`config.mk`:
```
export PLATFORM = sky130hd
export DESIGN_NAME = cmp_vref_ctrl
export DESIGN_NICKNAME = d
export VERILOG_FILES = /design/src/pkg/cmp_vref_pkg.sv /design/src/pkg/cmp_res_if.sv /design/src/core/cmp_vref_ctrl.sv /design/src/core/cmp_result_track.sv
export SDC_FILE = /design/constraint.sdc
export NUM_CORES = 1
export LEC_CHECK = 0
export BUFFER_PORTS_ARGS = -buffer_cell sky130_fd_sc_hd__buf_2
export CORE_MARGIN = 10
export CORE_UTILIZATION = 50
export DETAILED_ROUTE_END_ITERATION = 6
export PLACE_DENSITY = 0.81
export SYNTH_ARGS = -nofsm -noshare
export SYNTH_HDL_FRONTEND = slang
export SYNTH_SLANG_ARGS = --single-unit
```
`constraint.sdc`:
```
create_clock -name pclk -period 1.5 [get_ports pclk]
set_input_delay 0.3 -clock pclk [delete_from_list [all_inputs] [get_ports pclk]]
set_output_delay 0.3 -clock pclk [all_outputs]
set_load 0.01 [all_outputs]
```
`src/pkg/cmp_vref_pkg.sv`:
```
/*
  Constants for the comparator and voltage reference control block:
  register offsets, field positions, reset values and mode codes.
  Assumes an APB slave with 32-bit data, one register per word.
*/
package cmp_vref_pkg;
  localparam logic [7:0] OFS_CMP_CTRL = 8'h00;
  localparam logic [7:0] OFS_VREF_CTRL = 8'h04;
  localparam logic [7:0] OFS_INT_FLAGS = 8'h08;
  localparam logic [7:0] OFS_INT_EN = 8'h0C;
  localparam logic [7:0] OFS_INT_PRIO = 8'h10;
  localparam logic [7:0] OFS_INT_CLEAR = 8'h14;
  localparam logic [7:0] OFS_PORT_CFG = 8'h18;
  localparam logic [7:0] OFS_PORT_VIEW = 8'h1C;
  localparam logic [7:0] CMP_CTRL_RESET = 8'h07;
  localparam logic [7:0] VREF_CTRL_RESET = 8'h00;
  localparam logic [7:0] INT_RESET = 8'h00;
  localparam logic [3:0] PORT_CFG_RESET = 4'h0;
  localparam logic [2:0] MODE_OFF = 3'h7;
  localparam int CMP_BIT_COMPARATOR2_RESULT = 7;
  localparam int CMP_BIT_COMPARATOR1_RESULT = 6;
  localparam int CMP_BIT_COMPARATOR2_INVERT = 5;
  localparam int CMP_BIT_COMPARATOR1_INVERT = 4;
  localparam int VREF_BIT_EN = 7;
  localparam int VREF_BIT_OE = 6;
  localparam int VREF_BIT_RANGE = 5;
  localparam int VREF_BIT_SRC = 4;
  localparam int INT_BIT_CMP = 6;
  localparam logic [7:0] INT_WRITABLE = 8'hDF;
  localparam logic [7:0] CMP_WRITABLE = 8'h3F;
  localparam int LEVELS = 16;
endpackage

```
`src/pkg/cmp_res_if.sv`:
```
/*
  Interface carrying comparator results from the result tracker to
  the main block. Assumes one clock, pclk.
*/
`timescale 1ns/100ps
`default_nettype none
interface cmp_res_if;
  logic [1:0] result;
  logic change;
  logic ack;
  modport tracker (output result, output change, input ack);
  modport user (input result, input change, output ack);
endinterface
`default_nettype wire

```
`src/core/cmp_vref_ctrl.sv`:
```
/*
  Comparator and voltage reference control with APB register access,
  comparator change interrupt and Sleep wake request.
  Assumes analog comparators and resistor ladder outside, all inputs
  synchronous to pclk, and an APB master per the AMBA protocol.
*/
`timescale 1ns/100ps
`default_nettype none
//////////////////////////////////////////////////////////////////////
// Function
// - Comparators and interrupt stay active in Sleep
// - Enabled comparator interrupt wakes from Sleep
// - Mode 111 switches both comparators off
// - Control register unchanged by Sleep wake
// - Reset loads mode 111, comparators off
// - Port pins analog at reset; any nonzero config makes all four read digital
// - Two ranges, sixteen levels each
// - Ladder ratio set by range and level
// - Bit 4 selects supply rails or pins
// - Bit 7 powers resistor ladder
// - Reference independent of comparator mode
// - Oscillator pins read zero when claimed
// - Pin enable connects reference to pin 2
// - Reset clears reference control bits
// - Comparator result bits are read-only
module cmp_vref_ctrl #(
  parameter int ADDR_W = 8
) (
  input wire logic pclk,
  input wire logic presetn,
  input wire logic psel,
  input wire logic penable,
  input wire logic pwrite,
  input wire logic [ADDR_W-1:0] paddr,
  input wire logic [31:0] pwdata,
  input wire logic [3:0] pstrb,
  output logic [31:0] prdata,
  output logic pready,
  output logic pslverr,
  input wire logic sleep,
  input wire logic osc_claims_pins,
  input wire logic [1:0] cmp_raw,
  input wire logic [7:0] port_a_pins,
  output logic [2:0] comparator_mode_field,
  output logic comparator_input_switch,
  output logic [1:0] comparator_enable,
  output logic vref_power_enable,
  output logic vref_pin_output_enable,
  output logic vref_range_select,
  output logic vref_source_select,
  output logic [3:0] vref_level_code,
  output logic [3:0] port_analog_config,
  output logic irq,
  output logic irq_high_priority,
  output logic wake
);
  // Offsets reach 0x1C, so five address bits are the least
  if (ADDR_W < 5) begin : g_addr_check
    $error("ADDR_W too small for register map");
  end

  //////////////////////////////////////////////////////////////////
  logic [7:0] cmp_ctrl_reg;
  logic [7:0] vref_ctrl_reg;
  logic [7:0] int_flags_reg;
  logic [7:0] int_en_reg;
  logic [7:0] int_prio_reg;
  logic [3:0] port_cfg_reg;
  logic [31:0] prdata_reg;
  logic irq_reg;
  logic irq_hi_reg;
  logic wake_reg;
  logic [1:0] cmp_en_reg;
  logic change_q;
  logic setup;
  logic wr;
  logic mapped;
  logic [7:0] addr8;
  logic [7:0] cmp_rd;
  logic [7:0] port_view;
  logic cmp_event;
  cmp_res_if res ();

  function automatic logic hit(input logic [7:0] a, input logic [7:0] ofs);
    hit = (a == ofs);
  endfunction

  // Narrow buses are zero-extended, wide ones cut to the map
  assign addr8 = 8'(paddr);
  assign setup = psel && !penable;
  assign wr = psel && penable && pwrite;
  assign mapped = hit(addr8, cmp_vref_pkg::OFS_CMP_CTRL) || hit(addr8, cmp_vref_pkg::OFS_VREF_CTRL)
    || hit(addr8, cmp_vref_pkg::OFS_INT_FLAGS) || hit(addr8, cmp_vref_pkg::OFS_INT_EN)
    || hit(addr8, cmp_vref_pkg::OFS_INT_PRIO) || hit(addr8, cmp_vref_pkg::OFS_INT_CLEAR)
    || hit(addr8, cmp_vref_pkg::OFS_PORT_CFG) || hit(addr8, cmp_vref_pkg::OFS_PORT_VIEW);

  cmp_result_track u_track (
    .pclk(pclk),
    .presetn(presetn),
    .cmp_raw(cmp_raw),
    .invert({cmp_ctrl_reg[cmp_vref_pkg::CMP_BIT_COMPARATOR2_INVERT],
             cmp_ctrl_reg[cmp_vref_pkg::CMP_BIT_COMPARATOR1_INVERT]}),
    .cmp_on(cmp_ctrl_reg[2:0] != cmp_vref_pkg::MODE_OFF),
    .res(res.tracker)
  );
  // Any access to the control register ends the mismatch
  assign res.ack = psel && penable && hit(addr8, cmp_vref_pkg::OFS_CMP_CTRL);

  //////////////////////////////////////////////////////////////////
  // Comparator control; Sleep has no path here so contents survive
  always_ff @(posedge pclk or negedge presetn) begin
    if (!presetn) begin
      cmp_ctrl_reg <= cmp_vref_pkg::CMP_CTRL_RESET;
    end else if (wr && hit(addr8, cmp_vref_pkg::OFS_CMP_CTRL) && pstrb[0]) begin
      // Result bits stay under hardware control
      cmp_ctrl_reg <= pwdata[7:0] & cmp_vref_pkg::CMP_WRITABLE;
    end
  end

  // Comparator power, unaffected by sleep
  always_ff @(posedge pclk or negedge presetn) begin
    if (!presetn) begin
      cmp_en_reg <= 2'h0;
    end else begin
      cmp_en_reg <= (cmp_ctrl_reg[2:0] == cmp_vref_pkg::MODE_OFF) ? 2'h0 : 2'h3;
    end
  end

  // Reference control, written regardless of comparator mode
  always_ff @(posedge pclk or negedge presetn) begin
    if (!presetn) begin
      vref_ctrl_reg <= cmp_vref_pkg::VREF_CTRL_RESET;
    end else if (wr && hit(addr8, cmp_vref_pkg::OFS_VREF_CTRL) && pstrb[0]) begin
      vref_ctrl_reg <= pwdata[7:0];
    end
  end

  always_ff @(posedge pclk or negedge presetn) begin
    if (!presetn) begin
      port_cfg_reg <= cmp_vref_pkg::PORT_CFG_RESET;
    end else if (wr && hit(addr8, cmp_vref_pkg::OFS_PORT_CFG) && pstrb[0]) begin
      port_cfg_reg <= pwdata[3:0];
    end
  end

  //////////////////////////////////////////////////////////////////
  // Interrupt flags: hardware set beats software clear
  always_ff @(posedge pclk or negedge presetn) begin
    if (!presetn) begin
      change_q <= 1'b0;
    end else begin
      change_q <= res.change;
    end
  end
  // Mismatch keeps setting the flag while present
  assign cmp_event = res.change;

  always_ff @(posedge pclk or negedge presetn) begin
    if (!presetn) begin
      int_flags_reg <= cmp_vref_pkg::INT_RESET;
    end else begin
      if (wr && hit(addr8, cmp_vref_pkg::OFS_INT_FLAGS) && pstrb[0]) begin
        int_flags_reg <= pwdata[7:0] & cmp_vref_pkg::INT_WRITABLE;
      end else if (wr && hit(addr8, cmp_vref_pkg::OFS_INT_CLEAR) && pstrb[0]) begin
        int_flags_reg <= int_flags_reg & ~pwdata[7:0];
      end
      if (cmp_event) begin
        int_flags_reg[cmp_vref_pkg::INT_BIT_CMP] <= 1'b1;
      end
    end
  end

  always_ff @(posedge pclk or negedge presetn) begin
    if (!presetn) begin
      int_en_reg <= cmp_vref_pkg::INT_RESET;
    end else if (wr && hit(addr8, cmp_vref_pkg::OFS_INT_EN) && pstrb[0]) begin
      int_en_reg <= pwdata[7:0] & cmp_vref_pkg::INT_WRITABLE;
    end
  end

  // Priority only steers the high line; it never masks
  always_ff @(posedge pclk or negedge presetn) begin
    if (!presetn) begin
      int_prio_reg <= cmp_vref_pkg::INT_RESET;
    end else if (wr && hit(addr8, cmp_vref_pkg::OFS_INT_PRIO) && pstrb[0]) begin
      int_prio_reg <= pwdata[7:0] & cmp_vref_pkg::INT_WRITABLE;
    end
  end

  always_ff @(posedge pclk or negedge presetn) begin
    if (!presetn) begin
      irq_reg <= 1'b0;
    end else begin
      irq_reg <= |(int_flags_reg & int_en_reg);
    end
  end

  always_ff @(posedge pclk or negedge presetn) begin
    if (!presetn) begin
      irq_hi_reg <= 1'b0;
    end else begin
      irq_hi_reg <= |(int_flags_reg & int_en_reg & int_prio_reg);
    end
  end

  // Asked only while asleep, so a running core sees no stray request
  always_ff @(posedge pclk or negedge presetn) begin
    if (!presetn) begin
      wake_reg <= 1'b0;
    end else begin
      wake_reg <= sleep && |(int_flags_reg & int_en_reg);
    end
  end

  //////////////////////////////////////////////////////////////////
  // Pins claimed by the oscillator read as zero
  always_comb begin
    port_view = port_a_pins;
    for (int i = 0; i < 4; i++) begin
      if (port_cfg_reg == cmp_vref_pkg::PORT_CFG_RESET) begin
        port_view[i] = 1'b0;
      end
    end
    if (osc_claims_pins) begin
      port_view[7:6] = 2'h0;
    end
  end

  assign cmp_rd = {res.result, cmp_ctrl_reg[5:0]};

  always_ff @(posedge pclk or negedge presetn) begin
    if (!presetn) begin
      prdata_reg <= 32'h00000000;
    end else if (setup && !pwrite) begin
      unique case (1'b1)
        hit(addr8, cmp_vref_pkg::OFS_CMP_CTRL): prdata_reg <= {24'h000000, cmp_rd};
        hit(addr8, cmp_vref_pkg::OFS_VREF_CTRL): prdata_reg <= {24'h000000, vref_ctrl_reg};
        hit(addr8, cmp_vref_pkg::OFS_INT_FLAGS): prdata_reg <= {24'h000000, int_flags_reg};
        hit(addr8, cmp_vref_pkg::OFS_INT_EN): prdata_reg <= {24'h000000, int_en_reg};
        hit(addr8, cmp_vref_pkg::OFS_INT_PRIO): prdata_reg <= {24'h000000, int_prio_reg};
        hit(addr8, cmp_vref_pkg::OFS_PORT_CFG): prdata_reg <= {28'h0000000, port_cfg_reg};
        hit(addr8, cmp_vref_pkg::OFS_PORT_VIEW): prdata_reg <= {24'h000000, port_view};
        default: prdata_reg <= 32'h00000000;
      endcase
    end
  end

  // Zero wait: the setup edge raises the answer, so it stands for the access phase only
  logic pready_reg;
  logic pslverr_reg;
  always_ff @(posedge pclk or negedge presetn) begin
    if (!presetn) begin
      pready_reg <= 1'b0;
    end else begin
      pready_reg <= setup;
    end
  end

  // Unmapped offsets answer with an error and change nothing
  always_ff @(posedge pclk or negedge presetn) begin
    if (!presetn) begin
      pslverr_reg <= 1'b0;
    end else begin
      pslverr_reg <= setup && !mapped;
    end
  end

  assign prdata = prdata_reg;
  assign pready = pready_reg;
  assign pslverr = pslverr_reg;

  //////////////////////////////////////////////////////////////////
  // Outputs to the analog side, interrupt and wake lines
  assign comparator_mode_field = cmp_ctrl_reg[2:0];
  assign comparator_input_switch = cmp_ctrl_reg[3];
  assign comparator_enable = cmp_en_reg;
  assign vref_power_enable = vref_ctrl_reg[cmp_vref_pkg::VREF_BIT_EN];
  assign vref_pin_output_enable = vref_ctrl_reg[cmp_vref_pkg::VREF_BIT_OE];
  assign vref_range_select = vref_ctrl_reg[cmp_vref_pkg::VREF_BIT_RANGE];
  assign vref_source_select = vref_ctrl_reg[cmp_vref_pkg::VREF_BIT_SRC];
  assign vref_level_code = vref_ctrl_reg[3:0];
  assign port_analog_config = port_cfg_reg;
  assign irq = irq_reg;
  assign irq_high_priority = irq_hi_reg;
  assign wake = wake_reg;
endmodule
`default_nettype wire

```
`src/core/cmp_result_track.sv`:
```
/*
  Holds comparator results after inversion and flags a mismatch
  with the last value seen by software. Assumes raw comparator
  outputs already synchronous to pclk.
*/
`timescale 1ns/100ps
`default_nettype none
module cmp_result_track (
  input wire logic pclk,
  input wire logic presetn,
  input wire logic [1:0] cmp_raw,
  input wire logic [1:0] invert,
  input wire logic cmp_on,
  cmp_res_if.tracker res
);
  logic [1:0] result_reg;
  logic [1:0] seen_reg;

  always_ff @(posedge pclk or negedge presetn) begin
    if (!presetn) begin
      result_reg <= 2'h0;
    end else begin
      result_reg <= cmp_on ? (cmp_raw ^ invert) : 2'h0;
    end
  end

  // Mismatch lasts until software reads or writes the control register
  always_ff @(posedge pclk or negedge presetn) begin
    if (!presetn) begin
      seen_reg <= 2'h0;
    end else if (res.ack) begin
      seen_reg <= result_reg;
    end
  end

  assign res.result = result_reg;
  assign res.change = (result_reg != seen_reg);
endmodule
`default_nettype wire

```
==> results of run 1 <==
==> per-layer routing <==
metal / share of wire / global-route usage
met1: 0.38 / 0.198
met2: 0.50 / 0.291
met3: 0.097 / 0.0728
met4: 0.021 / 0.0650
met5: 0 / 0
==> power by group through the flow <==
| stage | Clock, uW | Combinational [uW] | Sequential [uW] |
|---|---|---|---|
| after CTS | 1510 | 317 | 1600 |
| final | 1490 | 325 | 1600 |
| after global routing | 1590 | 356 | 1600 |
| after global placement | 0 | 305 | 1620 |
| after floorplan | 0 | 183 | 1620 |
| after detailed placement | 0 | 312 | 1620 |
==> timing repair <==
item,4_1_cts,5_1_grt
cloned,0,0
setup buffers,0,4
pin swaps,1,3
gates resized for setup,3,3
setup endpoints to repair,2,5
hold endpoints to repair,11,0
hold buffers,1,0
==> stage by stage <==
stage	power [uW]	setup WS (ps)	cell area, um2	hold WS, ps	utilization
6_report	3410	-28.3	4050	161	0.645
5_1_grt	3540	-76.5	4050	159	0.645
4_1_cts	3430	4.91	3990	150	0.635
3_5_place_dp	1940	-345	3760	217	0.599
3_3_place_gp	1930	-225	3760	206	0.599
2_1_floorplan	1810	-16.5	3280	4.41	-
==> layout by cell type, fill, tap and decap left out, types with 2 or more instances in the layout <==
| cell | n |
|---|---|
| sky130_fd_sc_hd__buf_2 | 64 |
| sky130_fd_sc_hd__dfrtp_1 | 55 |
| sky130_fd_sc_hd__buf_4 | 43 |
| sky130_fd_sc_hd__mux2_2 | 38 |
| sky130_fd_sc_hd__nand2_1 | 25 |
| sky130_fd_sc_hd__conb_1 | 24 |
| sky130_fd_sc_hd__o21ai_0 | 14 |
| sky130_fd_sc_hd__nand3_1 | 11 |
| sky130_fd_sc_hd__clkbuf_8 | 11 |
| sky130_fd_sc_hd__a22oi_1 | 10 |
| sky130_fd_sc_hd__nor2_1 | 6 |
| sky130_fd_sc_hd__a21bo_2 | 6 |
| sky130_fd_sc_hd__nor2_4 | 5 |
| sky130_fd_sc_hd__a31oi_1 | 4 |
| sky130_fd_sc_hd__o21ai_1 | 4 |
| sky130_fd_sc_hd__a211oi_1 | 4 |
| sky130_fd_sc_hd__buf_12 | 4 |
| sky130_fd_sc_hd__and2_1 | 3 |
| sky130_fd_sc_hd__mux2i_1 | 3 |
| sky130_fd_sc_hd__a21oi_1 | 3 |
| sky130_fd_sc_hd__clkinv_2 | 3 |
| sky130_fd_sc_hd__dfstp_2 | 3 |
| sky130_fd_sc_hd__xor2_1 | 2 |
| sky130_fd_sc_hd__and2b_1 | 2 |
| sky130_fd_sc_hd__and3_1 | 2 |
| sky130_fd_sc_hd__nor3_4 | 2 |
| sky130_fd_sc_hd__and4_1 | 2 |
| sky130_fd_sc_hd__nor4_4 | 2 |
| sky130_fd_sc_hd__a32oi_1 | 2 |
| sky130_fd_sc_hd__nor3b_1 | 2 |
| sky130_fd_sc_hd__a22o_1 | 2 |
| sky130_fd_sc_hd__xnor2_1 | 2 |
==> area by class of cell <==
cell class | count | area share
timing repair buffer | 112 | 0.181
clock buffer | 11 | 0.0374
multi-input combinational | 203 | 0.385
inverter | 1 | 0.000927
clock inverter | 5 | 0.0130
tap | 77 | 0.0238
sequential | 58 | 0.359
==> worst max-delay path, delay by kind of cell <==
| family | cells | cell delay (ps) |
|---|---|---|
| AOI/OAI and AO/OA | 4 | 650 |
| buffers and inverters | 2 | 310 |
| and+or+nand+nor | 1 | 540 |
==> path summary, 6_finish.rpt <==
kind,startpoint,endpoint
worst max-delay path,paddr[0],prdata[0]
worst max register to register,int_en_reg[0],prdata[0]
worst min register to register,prdata[5],prdata[5]
min in group asynchronous,presetn,vref_ctrl_reg[7]
worst min-delay path,pwdata[5],int_flags_reg[5]
max in group asynchronous,presetn,cmp_ctrl_reg[2]
==> cell families after synthesis <==
group                     synth area share
AOI/OAI and AO/OA                    0.125
xor gates and xnor gates            0.0110
buffers and inverters               0.0933
DFF                                  0.456
muxes                                0.151
other                              0.00118
and+or+nand+nor                      0.162
==> results.cfg, run 1 <==
[global_routing]
grt_first_pass_wirelength_um = 13900
via_count_of_the_first_global_routing_pass = 2796
grt.total_usage = 0.176
grt_remaining_overflow = 0
pin_count_of_the_biggest_net_entering_global_routing = 36
initial_antenna_violation_count = 0

[floorplan]
floorplan.initialDensity = 0.508
core_region_area_um2 = 6280
placement_rows = 29
overall_die_width_um = 99.9
die_h_um = 99.9
top_level_ports = 116
fp.dieArea_um2 = 9980

[placed_design]
detailedPlacementHpwl_um = 6790
globalplace.congestion = 0.872
count_of_port_buffers_added_during_placement = 64
placedCellCount = 446

[yosys]
synth.area.top_cells = sky130_fd_sc_hd__dfrtp_1 43%, sky130_fd_sc_hd__mux2_2 13%, sky130_fd_sc_hd__buf_4 7.1%
postSynthRegisterBits = 58
post_synth_top_cells = 55 x sky130_fd_sc_hd__dfrtp_1, 38 x sky130_fd_sc_hd__mux2_2, 30 x sky130_fd_sc_hd__buf_4, 26 x sky130_fd_sc_hd__nand2_1, 15 x sky130_fd_sc_hd__o21ai_0
synthesis.area_um2 = 3190
yosysWarnings = 0
synthesis.instances = 276
synth.yosys.seq_area_share = 0.456
synth_largest_area_cell = sky130_fd_sc_hd__dfrtp_1
asyncSetResetFlopFracSynth = 1.00
synth.distinct_cells = 55
post-synth-top-count-cell = sky130_fd_sc_hd__dfrtp_1
synth_flop_cell = sky130_fd_sc_hd__dfrtp_1
synth_enable_flop_cells = 0
synthDominantCellAreaShare = 0.431
postSynthAreaPerCell_um2 = 11.6

[outcome]
violations = negative setup slack
status = finished, violations left

[clock_tree]
cts.sinks = 58
cts_tree = yes
clock_latency_at_the_later_pin_of_the_worst_skew_pair_ps = 340
clock_tree.buffer_depth = 2
root_buffer = sky130_fd_sc_hd__clkbuf_8
cts.reportedPaths.clkPinSlew_ps = 70
htree_levels = 3
cts_inserted_buffers = 9

[timing]
worst_clock_skew_ps = 5.61
fin_tns_setup_ps = -28.3
max_clock_freq_mhz = 654
slew_headroom = 0.570
worst_slew_pin_slew_ps = 644
timing.final.max_slew_violations = 0
total_of_endpoints_with_negative_setup_slack_in_the_final_report = 1
report.final.hold_viol_count = 0
rsz0062_at_grt = yes
final.period_utilization = 1.02
final.min_clock_period_ps = 1530
setup_slack_ps = -28.3

[worst_setup_path]
critical_path_peak_fanout = 5
slowest_stage_cell_on_the_critical_path = sky130_fd_sc_hd__nor3b_1
critical_path.endpoint_type = flop
ff2ff_setup_slack_ps = 10
startpoint_type = input pin
timing.critical_path.cells = buf_2, buf_4, nor3b_1, a22oi_1, o21ai_0, a211oi_1, o21ai_1
critPathRequiredTime_ps = 1770
worstSetupPathType = input pin to flop
timing.critical_path.slowest_cell_delay_ps = 540
critPathArrivalTime_ps = 1800
ff2ff_path_depth = 5

[drt]
detailroute.via_count = 2604
drc = 0
drtAntennaViolNets = 0
drt_iter0_markers = 174
wl_per_cell_um = 19.1
detailedRoute.firstPassIterationCount = 5
wl_um = 8920
via_per_inst = 5.58

[pwr]
power.net_switching_uw = 847
power_switching_share = 0.249
clkPwrFrac = 0.436
static-leakage-power_uw = 0.00201
logic_pwr_share = 0.096
power_density_nw_per_um2 = 841
power_frac_seq = 0.468
power.internal_uw = 2560
irDropWorstVdd_mv = 0.782

[finish]
multi_input_area_um2 = 1560
antennaDiodeCount = 0
regArea_um2 = 1460
layout.cells.non_filler = 467
final_layout_size_suffix_gt1_frac = 0.500
fillCellCount = 483
synthToLayoutAreaGrowth_pct = 26.9
nNetsFinal = 446

[flow_run]
max-cap-violations = 0

[hold_path]
whs_path_depth = 2
hold_class = input pin to flop
Power figures use the tool's default switching activity.
==> run 2: changes to the inputs <==
--- a/config.mk
+++ b/config.mk
@@ -9,5 +9,5 @@
 export CORE_MARGIN = 10
-export CORE_UTILIZATION = 50
+export CORE_UTILIZATION = 40
 export DETAILED_ROUTE_END_ITERATION = 6
-export PLACE_DENSITY = 0.81
+export PLACE_DENSITY = 0.67
 export SYNTH_ARGS = -nofsm -noshare
==> constraint.sdc (replaced) <==
create_clock -name pclk -period 1.5 [get_ports pclk]
set_input_delay 0.075 -clock pclk [delete_from_list [all_inputs] [get_ports pclk]]
set_output_delay 0.075 -clock pclk [all_outputs]
set_load 0.01 [all_outputs]
==> run 2 against run 1 <==
Compared with the run above: the run now ends clean; largest power group unchanged; combinational power is 3% lower; cell count is 4.1% higher; highest routed layer unchanged; sequential power hardly changed; sequential cell count stayed put; utilization is 12 points lower; clock skew grew 4.3 ps; fmax is 5.7% higher; clock power barely moved; count of clock-buffer cells in the layout is 3 higher; die area grew 20%; routed wire length decreased by 2.5%; critical path depth decreased by 1.
==> results.cfg, run 2 (synthesis results as in run 1) <==
[worst_setup_path]
path_delay_family = flip-flops
timing.rr.end = prdata[0]
critical_path.endpoint_type = flop
ff2ff_setup_slack_ps = 50
critPathArrivalTime_ps = 1670
ff2ff_path_depth = 6
slowest_stage_cell_on_the_critical_path = sky130_fd_sc_hd__dfrtp_1
startpoint_type = flop
critPathRequiredTime_ps = 1730
critical_path.reg2reg.startpoint = port_analog_config[2]
critical_path_peak_fanout = 3
timing.critical_path.cells = nor4_2, buf_4, nor3_4, buf_6, a211oi_2, o21ai_1
timing.critical_path.buf_inv = 2
timing.critical_path.slowest_cell_delay_ps = 400
worstSetupPathType = flop to flop

[pwr]
power_density_nw_per_um2 = 837
clkPwrFrac = 0.435
irDropWorstVdd_mv = 0.471
logic_pwr_share = 0.093
power.net_switching_uw = 818
power.internal_uw = 2560
power_switching_share = 0.242
static-leakage-power_uw = 0.00198
power_frac_seq = 0.472

[finish]
fillCellCount = 699
antennaDiodeCount = 0
layout_common_cells = 64 x sky130_fd_sc_hd__buf_2, 55 x sky130_fd_sc_hd__dfrtp_1, 38 x sky130_fd_sc_hd__mux2_2, 36 x sky130_fd_sc_hd__buf_4, 26 x sky130_fd_sc_hd__nand2_1
synthToLayoutAreaGrowth_pct = 26.5
nNetsFinal = 440
layout.cells.most_common = sky130_fd_sc_hd__buf_2
final_layout_size_suffix_gt1_frac = 0.487
final_design_area_no_fill_um2 = 4040

[global_routing]
grt_first_pass_wirelength_um = 13400
grt_remaining_overflow = 0
initial_antenna_violation_count = 0
pin_count_of_the_biggest_net_entering_global_routing = 40
via_count_of_the_first_global_routing_pass = 2523
grt.total_usage = 0.147

[placed_design]
globalplace.congestion = 0.874
count_of_port_buffers_added_during_placement = 64
detailedPlacementHpwl_um = 6650
placement.cell_area_um2 = 3740

[clock_tree]
clock_tree.buffer_depth = 2
htree_levels = 3
cts.sinks = 58
cts.reportedPaths.clkPinSlew_ps = 60
cts_tree = yes
root_buffer = sky130_fd_sc_hd__clkbuf_8
clock_latency_at_the_later_pin_of_the_worst_skew_pair_ps = 340
cts_inserted_buffers = 9

[timing]
max_clock_freq_mhz = 692
final.period_utilization = 0.964
timing.final.max_slew_violations = 0
whs_ps = 18.3
report.final.hold_viol_count = 0
slew_headroom = 0.565
final.min_clock_period_ps = 1450
total_of_endpoints_with_negative_setup_slack_in_the_final_report = 0
worst_clock_skew_ps = 9.87
worst_slew_pin_slew_ps = 651

[drt]
wl_um = 8700
drtAntennaViolNets = 0
via_per_inst = 5.14
detailroute.via_count = 2497
detailedRoute.firstPassIterationCount = 4
drc = 0
wl_per_cell_um = 17.9
drt_iter0_markers = 194

[hold_path]
worst_hold_startpoint = pwdata[7]
whs_path_depth = 3
hold_end = int_flags_reg[7]
hold_class = input pin to flop

[floorplan]
core_region_area_um2 = 7730
placement_rows = 32
top_level_ports = 116
overall_die_width_um = 109
floorplan.initialDensity = 0.413
fp.dieArea_um2 = 11900
die_h_um = 109

[outcome]
status = complete, no violations

[flow_run]
max-cap-violations = 0
[run 2: tightest hold or removal path, stage by stage]
cell and delay [ps]:
sky130_fd_sc_hd__buf_2 120, sky130_fd_sc_hd__nand2_1 50, sky130_fd_sc_hd__o21ai_0 70
[run 2: how the worst max path moves through the flow]
stage	from	endpoint	slack (ps)	cells past startpoint
floorplan	port_analog_config[1]	prdata[2]	90	4
detailed placement	paddr[3]	prdata[1]	-100	7
global route	port_analog_config[2]	prdata[0]	-10	6
global placement	port_analog_config[1]	prdata[2]	-80	5
finish	port_analog_config[2]	prdata[0]	50	6
CTS	port_analog_config[1]	prdata[3]	20	6
[run 2: cell type report]
class | instances | area [um2] | area share
multi-input combinational | 203 | 1580 | 0.391
sequential | 58 | 1460 | 0.361
timing repair buffer | 106 | 672 | 0.167
clock buffer | 14 | 163 | 0.0403
tap | 102 | 128 | 0.0316
clock inverter | 2 | 35.0 | 0.00868
inverter | 1 | 3.75 | 0.000930
[run 2: power groups by stage]
| stage | sequential (uW) | clock [uW] | combinational, uW |
|---|---|---|---|
| 4_1_cts | 1590 | 1500 | 309 |
| 2_1_floorplan | 1620 | 0 | 182 |
| 3_5_place_dp | 1620 | 0 | 301 |
| 3_3_place_gp | 1620 | 0 | 296 |
| 5_1_grt | 1600 | 1570 | 345 |
| 6_report | 1590 | 1470 | 314 |
[run 2: metrics by stage]
stage / total power, uW / worst slack [ps] / setup TNS, ps / cells / utilization
2_1_floorplan: 1810 / 86.1 / 0 / 299 / -
3_3_place_gp: 1920 / -82.1 / -466 / 466 / 0.484
3_5_place_dp: 1920 / -96.2 / -567 / 466 / 0.484
4_1_cts: 3410 / 15.5 / 0 / 485 / 0.517
5_1_grt: 3520 / -11.0 / -29.7 / 486 / 0.522
6_report: 3380 / 54.6 / 0 / 486 / 0.522
[run 2: per-layer routing]
metal | routed length [um] | GRT usage
met1 | 3650 | 0.189
met4 | 249 | 0.0706
met2 | 3950 | 0.216
met3 | 851 | 0.0515
met5 | 0 | 0
[run 2: what timing repair did]
item / in CTS / in global routing
setup buffers: 0 / 1
hold buffers: 3 / 0
pin swaps: 0 / 5
setup endpoints to repair: 4 / 5
gates resized for setup: 6 / 6
hold endpoints to repair: 20 / 0
==> run 3: changes to the inputs <==
==> constraint.sdc (replaced) <==
create_clock -name pclk -period 1.5 [get_ports pclk]
set_input_delay 0.15 -clock pclk [delete_from_list [all_inputs] [get_ports pclk]]
set_output_delay 0.15 -clock pclk [all_outputs]
set_load 0.01 [all_outputs]
==> run 3 against run 2 <==
Compared with the run above: critical path depth is the same; fmax grew 0.86%; non-clock buffer count grew 7; clock skew shrank 2.5 ps; sequential share of layout area shrank 0.70 points; combinational power grew 4%; utilization grew 1.0 points; first-iteration DRC count grew 1.0%; die area is the same; highest routed layer unchanged.
==> results.cfg, run 3 (synthesis results as in run 1) <==
[worst_setup_path]
timing.critical_path.slowest_cell_delay_ps = 390
critPathArrivalTime_ps = 1660
critPathRequiredTime_ps = 1730
timing.critical_path.buf_inv = 2
path_delay_family = flip-flops
timing.rr.end = prdata[1]
path_common_cell = sky130_fd_sc_hd__buf_4
worstSetupPathType = flop to flop
critical_path.reg2reg.startpoint = port_analog_config[2]
critical_path_peak_fanout = 3
critical_path.endpoint_type = flop
startpoint_type = flop
timing.critical_path.cells = nor4_2, buf_4, nor3_2, buf_4, a211oi_2, o21ai_1
ff2ff_path_depth = 6
ff2ff_setup_slack_ps = 70
slowest_stage_cell_on_the_critical_path = sky130_fd_sc_hd__dfrtp_1

[timing]
fin_tns_setup_ps = 0
timing.final.max_slew_violations = 0
setup_slack_ps = 66.8
final.period_utilization = 0.955
final.min_clock_period_ps = 1430
report.final.hold_viol_count = 0
slew_headroom = 0.583
rsz0062_at_grt = yes
worst_slew_pin_slew_ps = 624
whs_ps = 12.3
max_clock_freq_mhz = 698
worst_clock_skew_ps = 7.33
total_of_endpoints_with_negative_setup_slack_in_the_final_report = 0

[floorplan]
core_region_area_um2 = 7730
fp.dieArea_um2 = 11900
top_level_ports = 116
overall_die_width_um = 109
floorplan.initialDensity = 0.413
die_h_um = 109
placement_rows = 32

[pwr]
static-leakage-power_uw = 0.00202
power.net_switching_uw = 836
power.internal_uw = 2810
irDropWorstVdd_mv = 0.525
logic_pwr_share = 0.090
power_density_nw_per_um2 = 885
clkPwrFrac = 0.473
power_frac_seq = 0.438
power_switching_share = 0.229

[clock_tree]
cts.sinks = 58
clock_latency_at_the_later_pin_of_the_worst_skew_pair_ps = 340
clock_tree.buffer_depth = 2
cts.reportedPaths.clkPinSlew_ps = 70
root_buffer = sky130_fd_sc_hd__clkbuf_8
htree_levels = 3
post-cts-setup-buffers = 0
cts_tree = yes
cts_inserted_buffers = 9

[finish]
antennaDiodeCount = 0
synthToLayoutAreaGrowth_pct = 29.0
layout_common_cells = 64 x sky130_fd_sc_hd__buf_2, 55 x sky130_fd_sc_hd__dfrtp_1, 44 x sky130_fd_sc_hd__buf_4, 38 x sky130_fd_sc_hd__mux2_2, 26 x sky130_fd_sc_hd__nand2_1
final_core_util = 0.533
nNetsFinal = 447
final_layout_size_suffix_gt1_frac = 0.506
layout.cells.non_filler = 493
layout.cells.most_common = sky130_fd_sc_hd__buf_2

[global_routing]
pin_count_of_the_biggest_net_entering_global_routing = 23
initial_antenna_violation_count = 0
grt_remaining_overflow = 0
via_count_of_the_first_global_routing_pass = 2470
grt.total_usage = 0.143
grt_first_pass_wirelength_um = 13300

[placed_design]
count_of_port_buffers_added_during_placement = 64
placedCellCount = 475
detailedPlacementHpwl_um = 6830
globalplace.congestion = 0.918
dp_slack_ps = -178

[drt]
drt_iter0_markers = 196
wl_um = 8650
detailedRoute.firstPassIterationCount = 5
via_per_inst = 5.00
wl_per_cell_um = 17.5
drtAntennaViolNets = 0
drc = 0
detailroute.via_count = 2465

[hold_path]
hold_end = wake
worst_hold_startpoint = sleep
hold_class = input pin to flop
whs_path_depth = 2

[flow_run]
max-cap-violations = 0

[outcome]
status = complete, no violations
run 3: cell types whose count changed in the layout (fill, tap and decap cells not counted), sizes merged:
cell         before  now
dlygate4sd3       3    2
bufinv            1    3
clkbuf           14   10
buf             103  111
clkinv            1    3
run 3: cell type report:
cell class                      instances  area, um2
Clock buffer                           10        128
Clock inverter                          6        105
Fill cell                             700       3610
Inverter                                1       3.75
Multi-Input combinational cell        203       1570
Sequential cell                        58       1460
Tap cell                              102        128
Timing Repair Buffer                  113        731
run 3: how the worst max path moves through the flow:
stage	from	end	slack [ps]	cells after the start
global placement	paddr[3]	port_analog_config[1]	-160	7
global route	int_prio_reg[2]	prdata[2]	-30	5
floorplan	paddr[4]	vref_ctrl_reg[0]	60	5
finish	port_analog_config[2]	prdata[1]	70	6
CTS	port_analog_config[1]	prdata[0]	-10	6
detailed placement	paddr[3]	port_analog_config[2]	-180	7
run 3: per-layer routing:
metal | GRT usage | vias up | wire [um]
met3 | 0.0532 | 4 | 746
met5 | 0 | - | 0
li1 | - | 1183 | -
met1 | 0.188 | 1195 | 3830
met2 | 0.217 | 83 | 4010
met4 | 0.0418 | 0 | 61
run 3: through the flow:
stage | area, um2 | power (uW)
after CTS | 4090 | 3660
after floorplan | 3280 | 1810
after global routing | 4120 | 3790
after global placement | 3820 | 1930
after detailed placement | 3820 | 1940
final | 4120 | 3640
run 3: power groups by stage:
stage          Combinational [uW]  Clock (uW)  Sequential (uW)
4_1_cts                       322        1750             1590
6_report                      326        1720             1600
3_5_place_dp                  317           0             1620
2_1_floorplan                 182           0             1620
5_1_grt                       358        1830             1600
3_3_place_gp                  311           0             1620
run 3: repair_timing:
action,CTS,global route
gates resized for setup,3,7
hold endpoints to repair,17,0
pin swaps,0,3
cloned,0,0
setup endpoints to repair,4,6
hold buffers,2,0
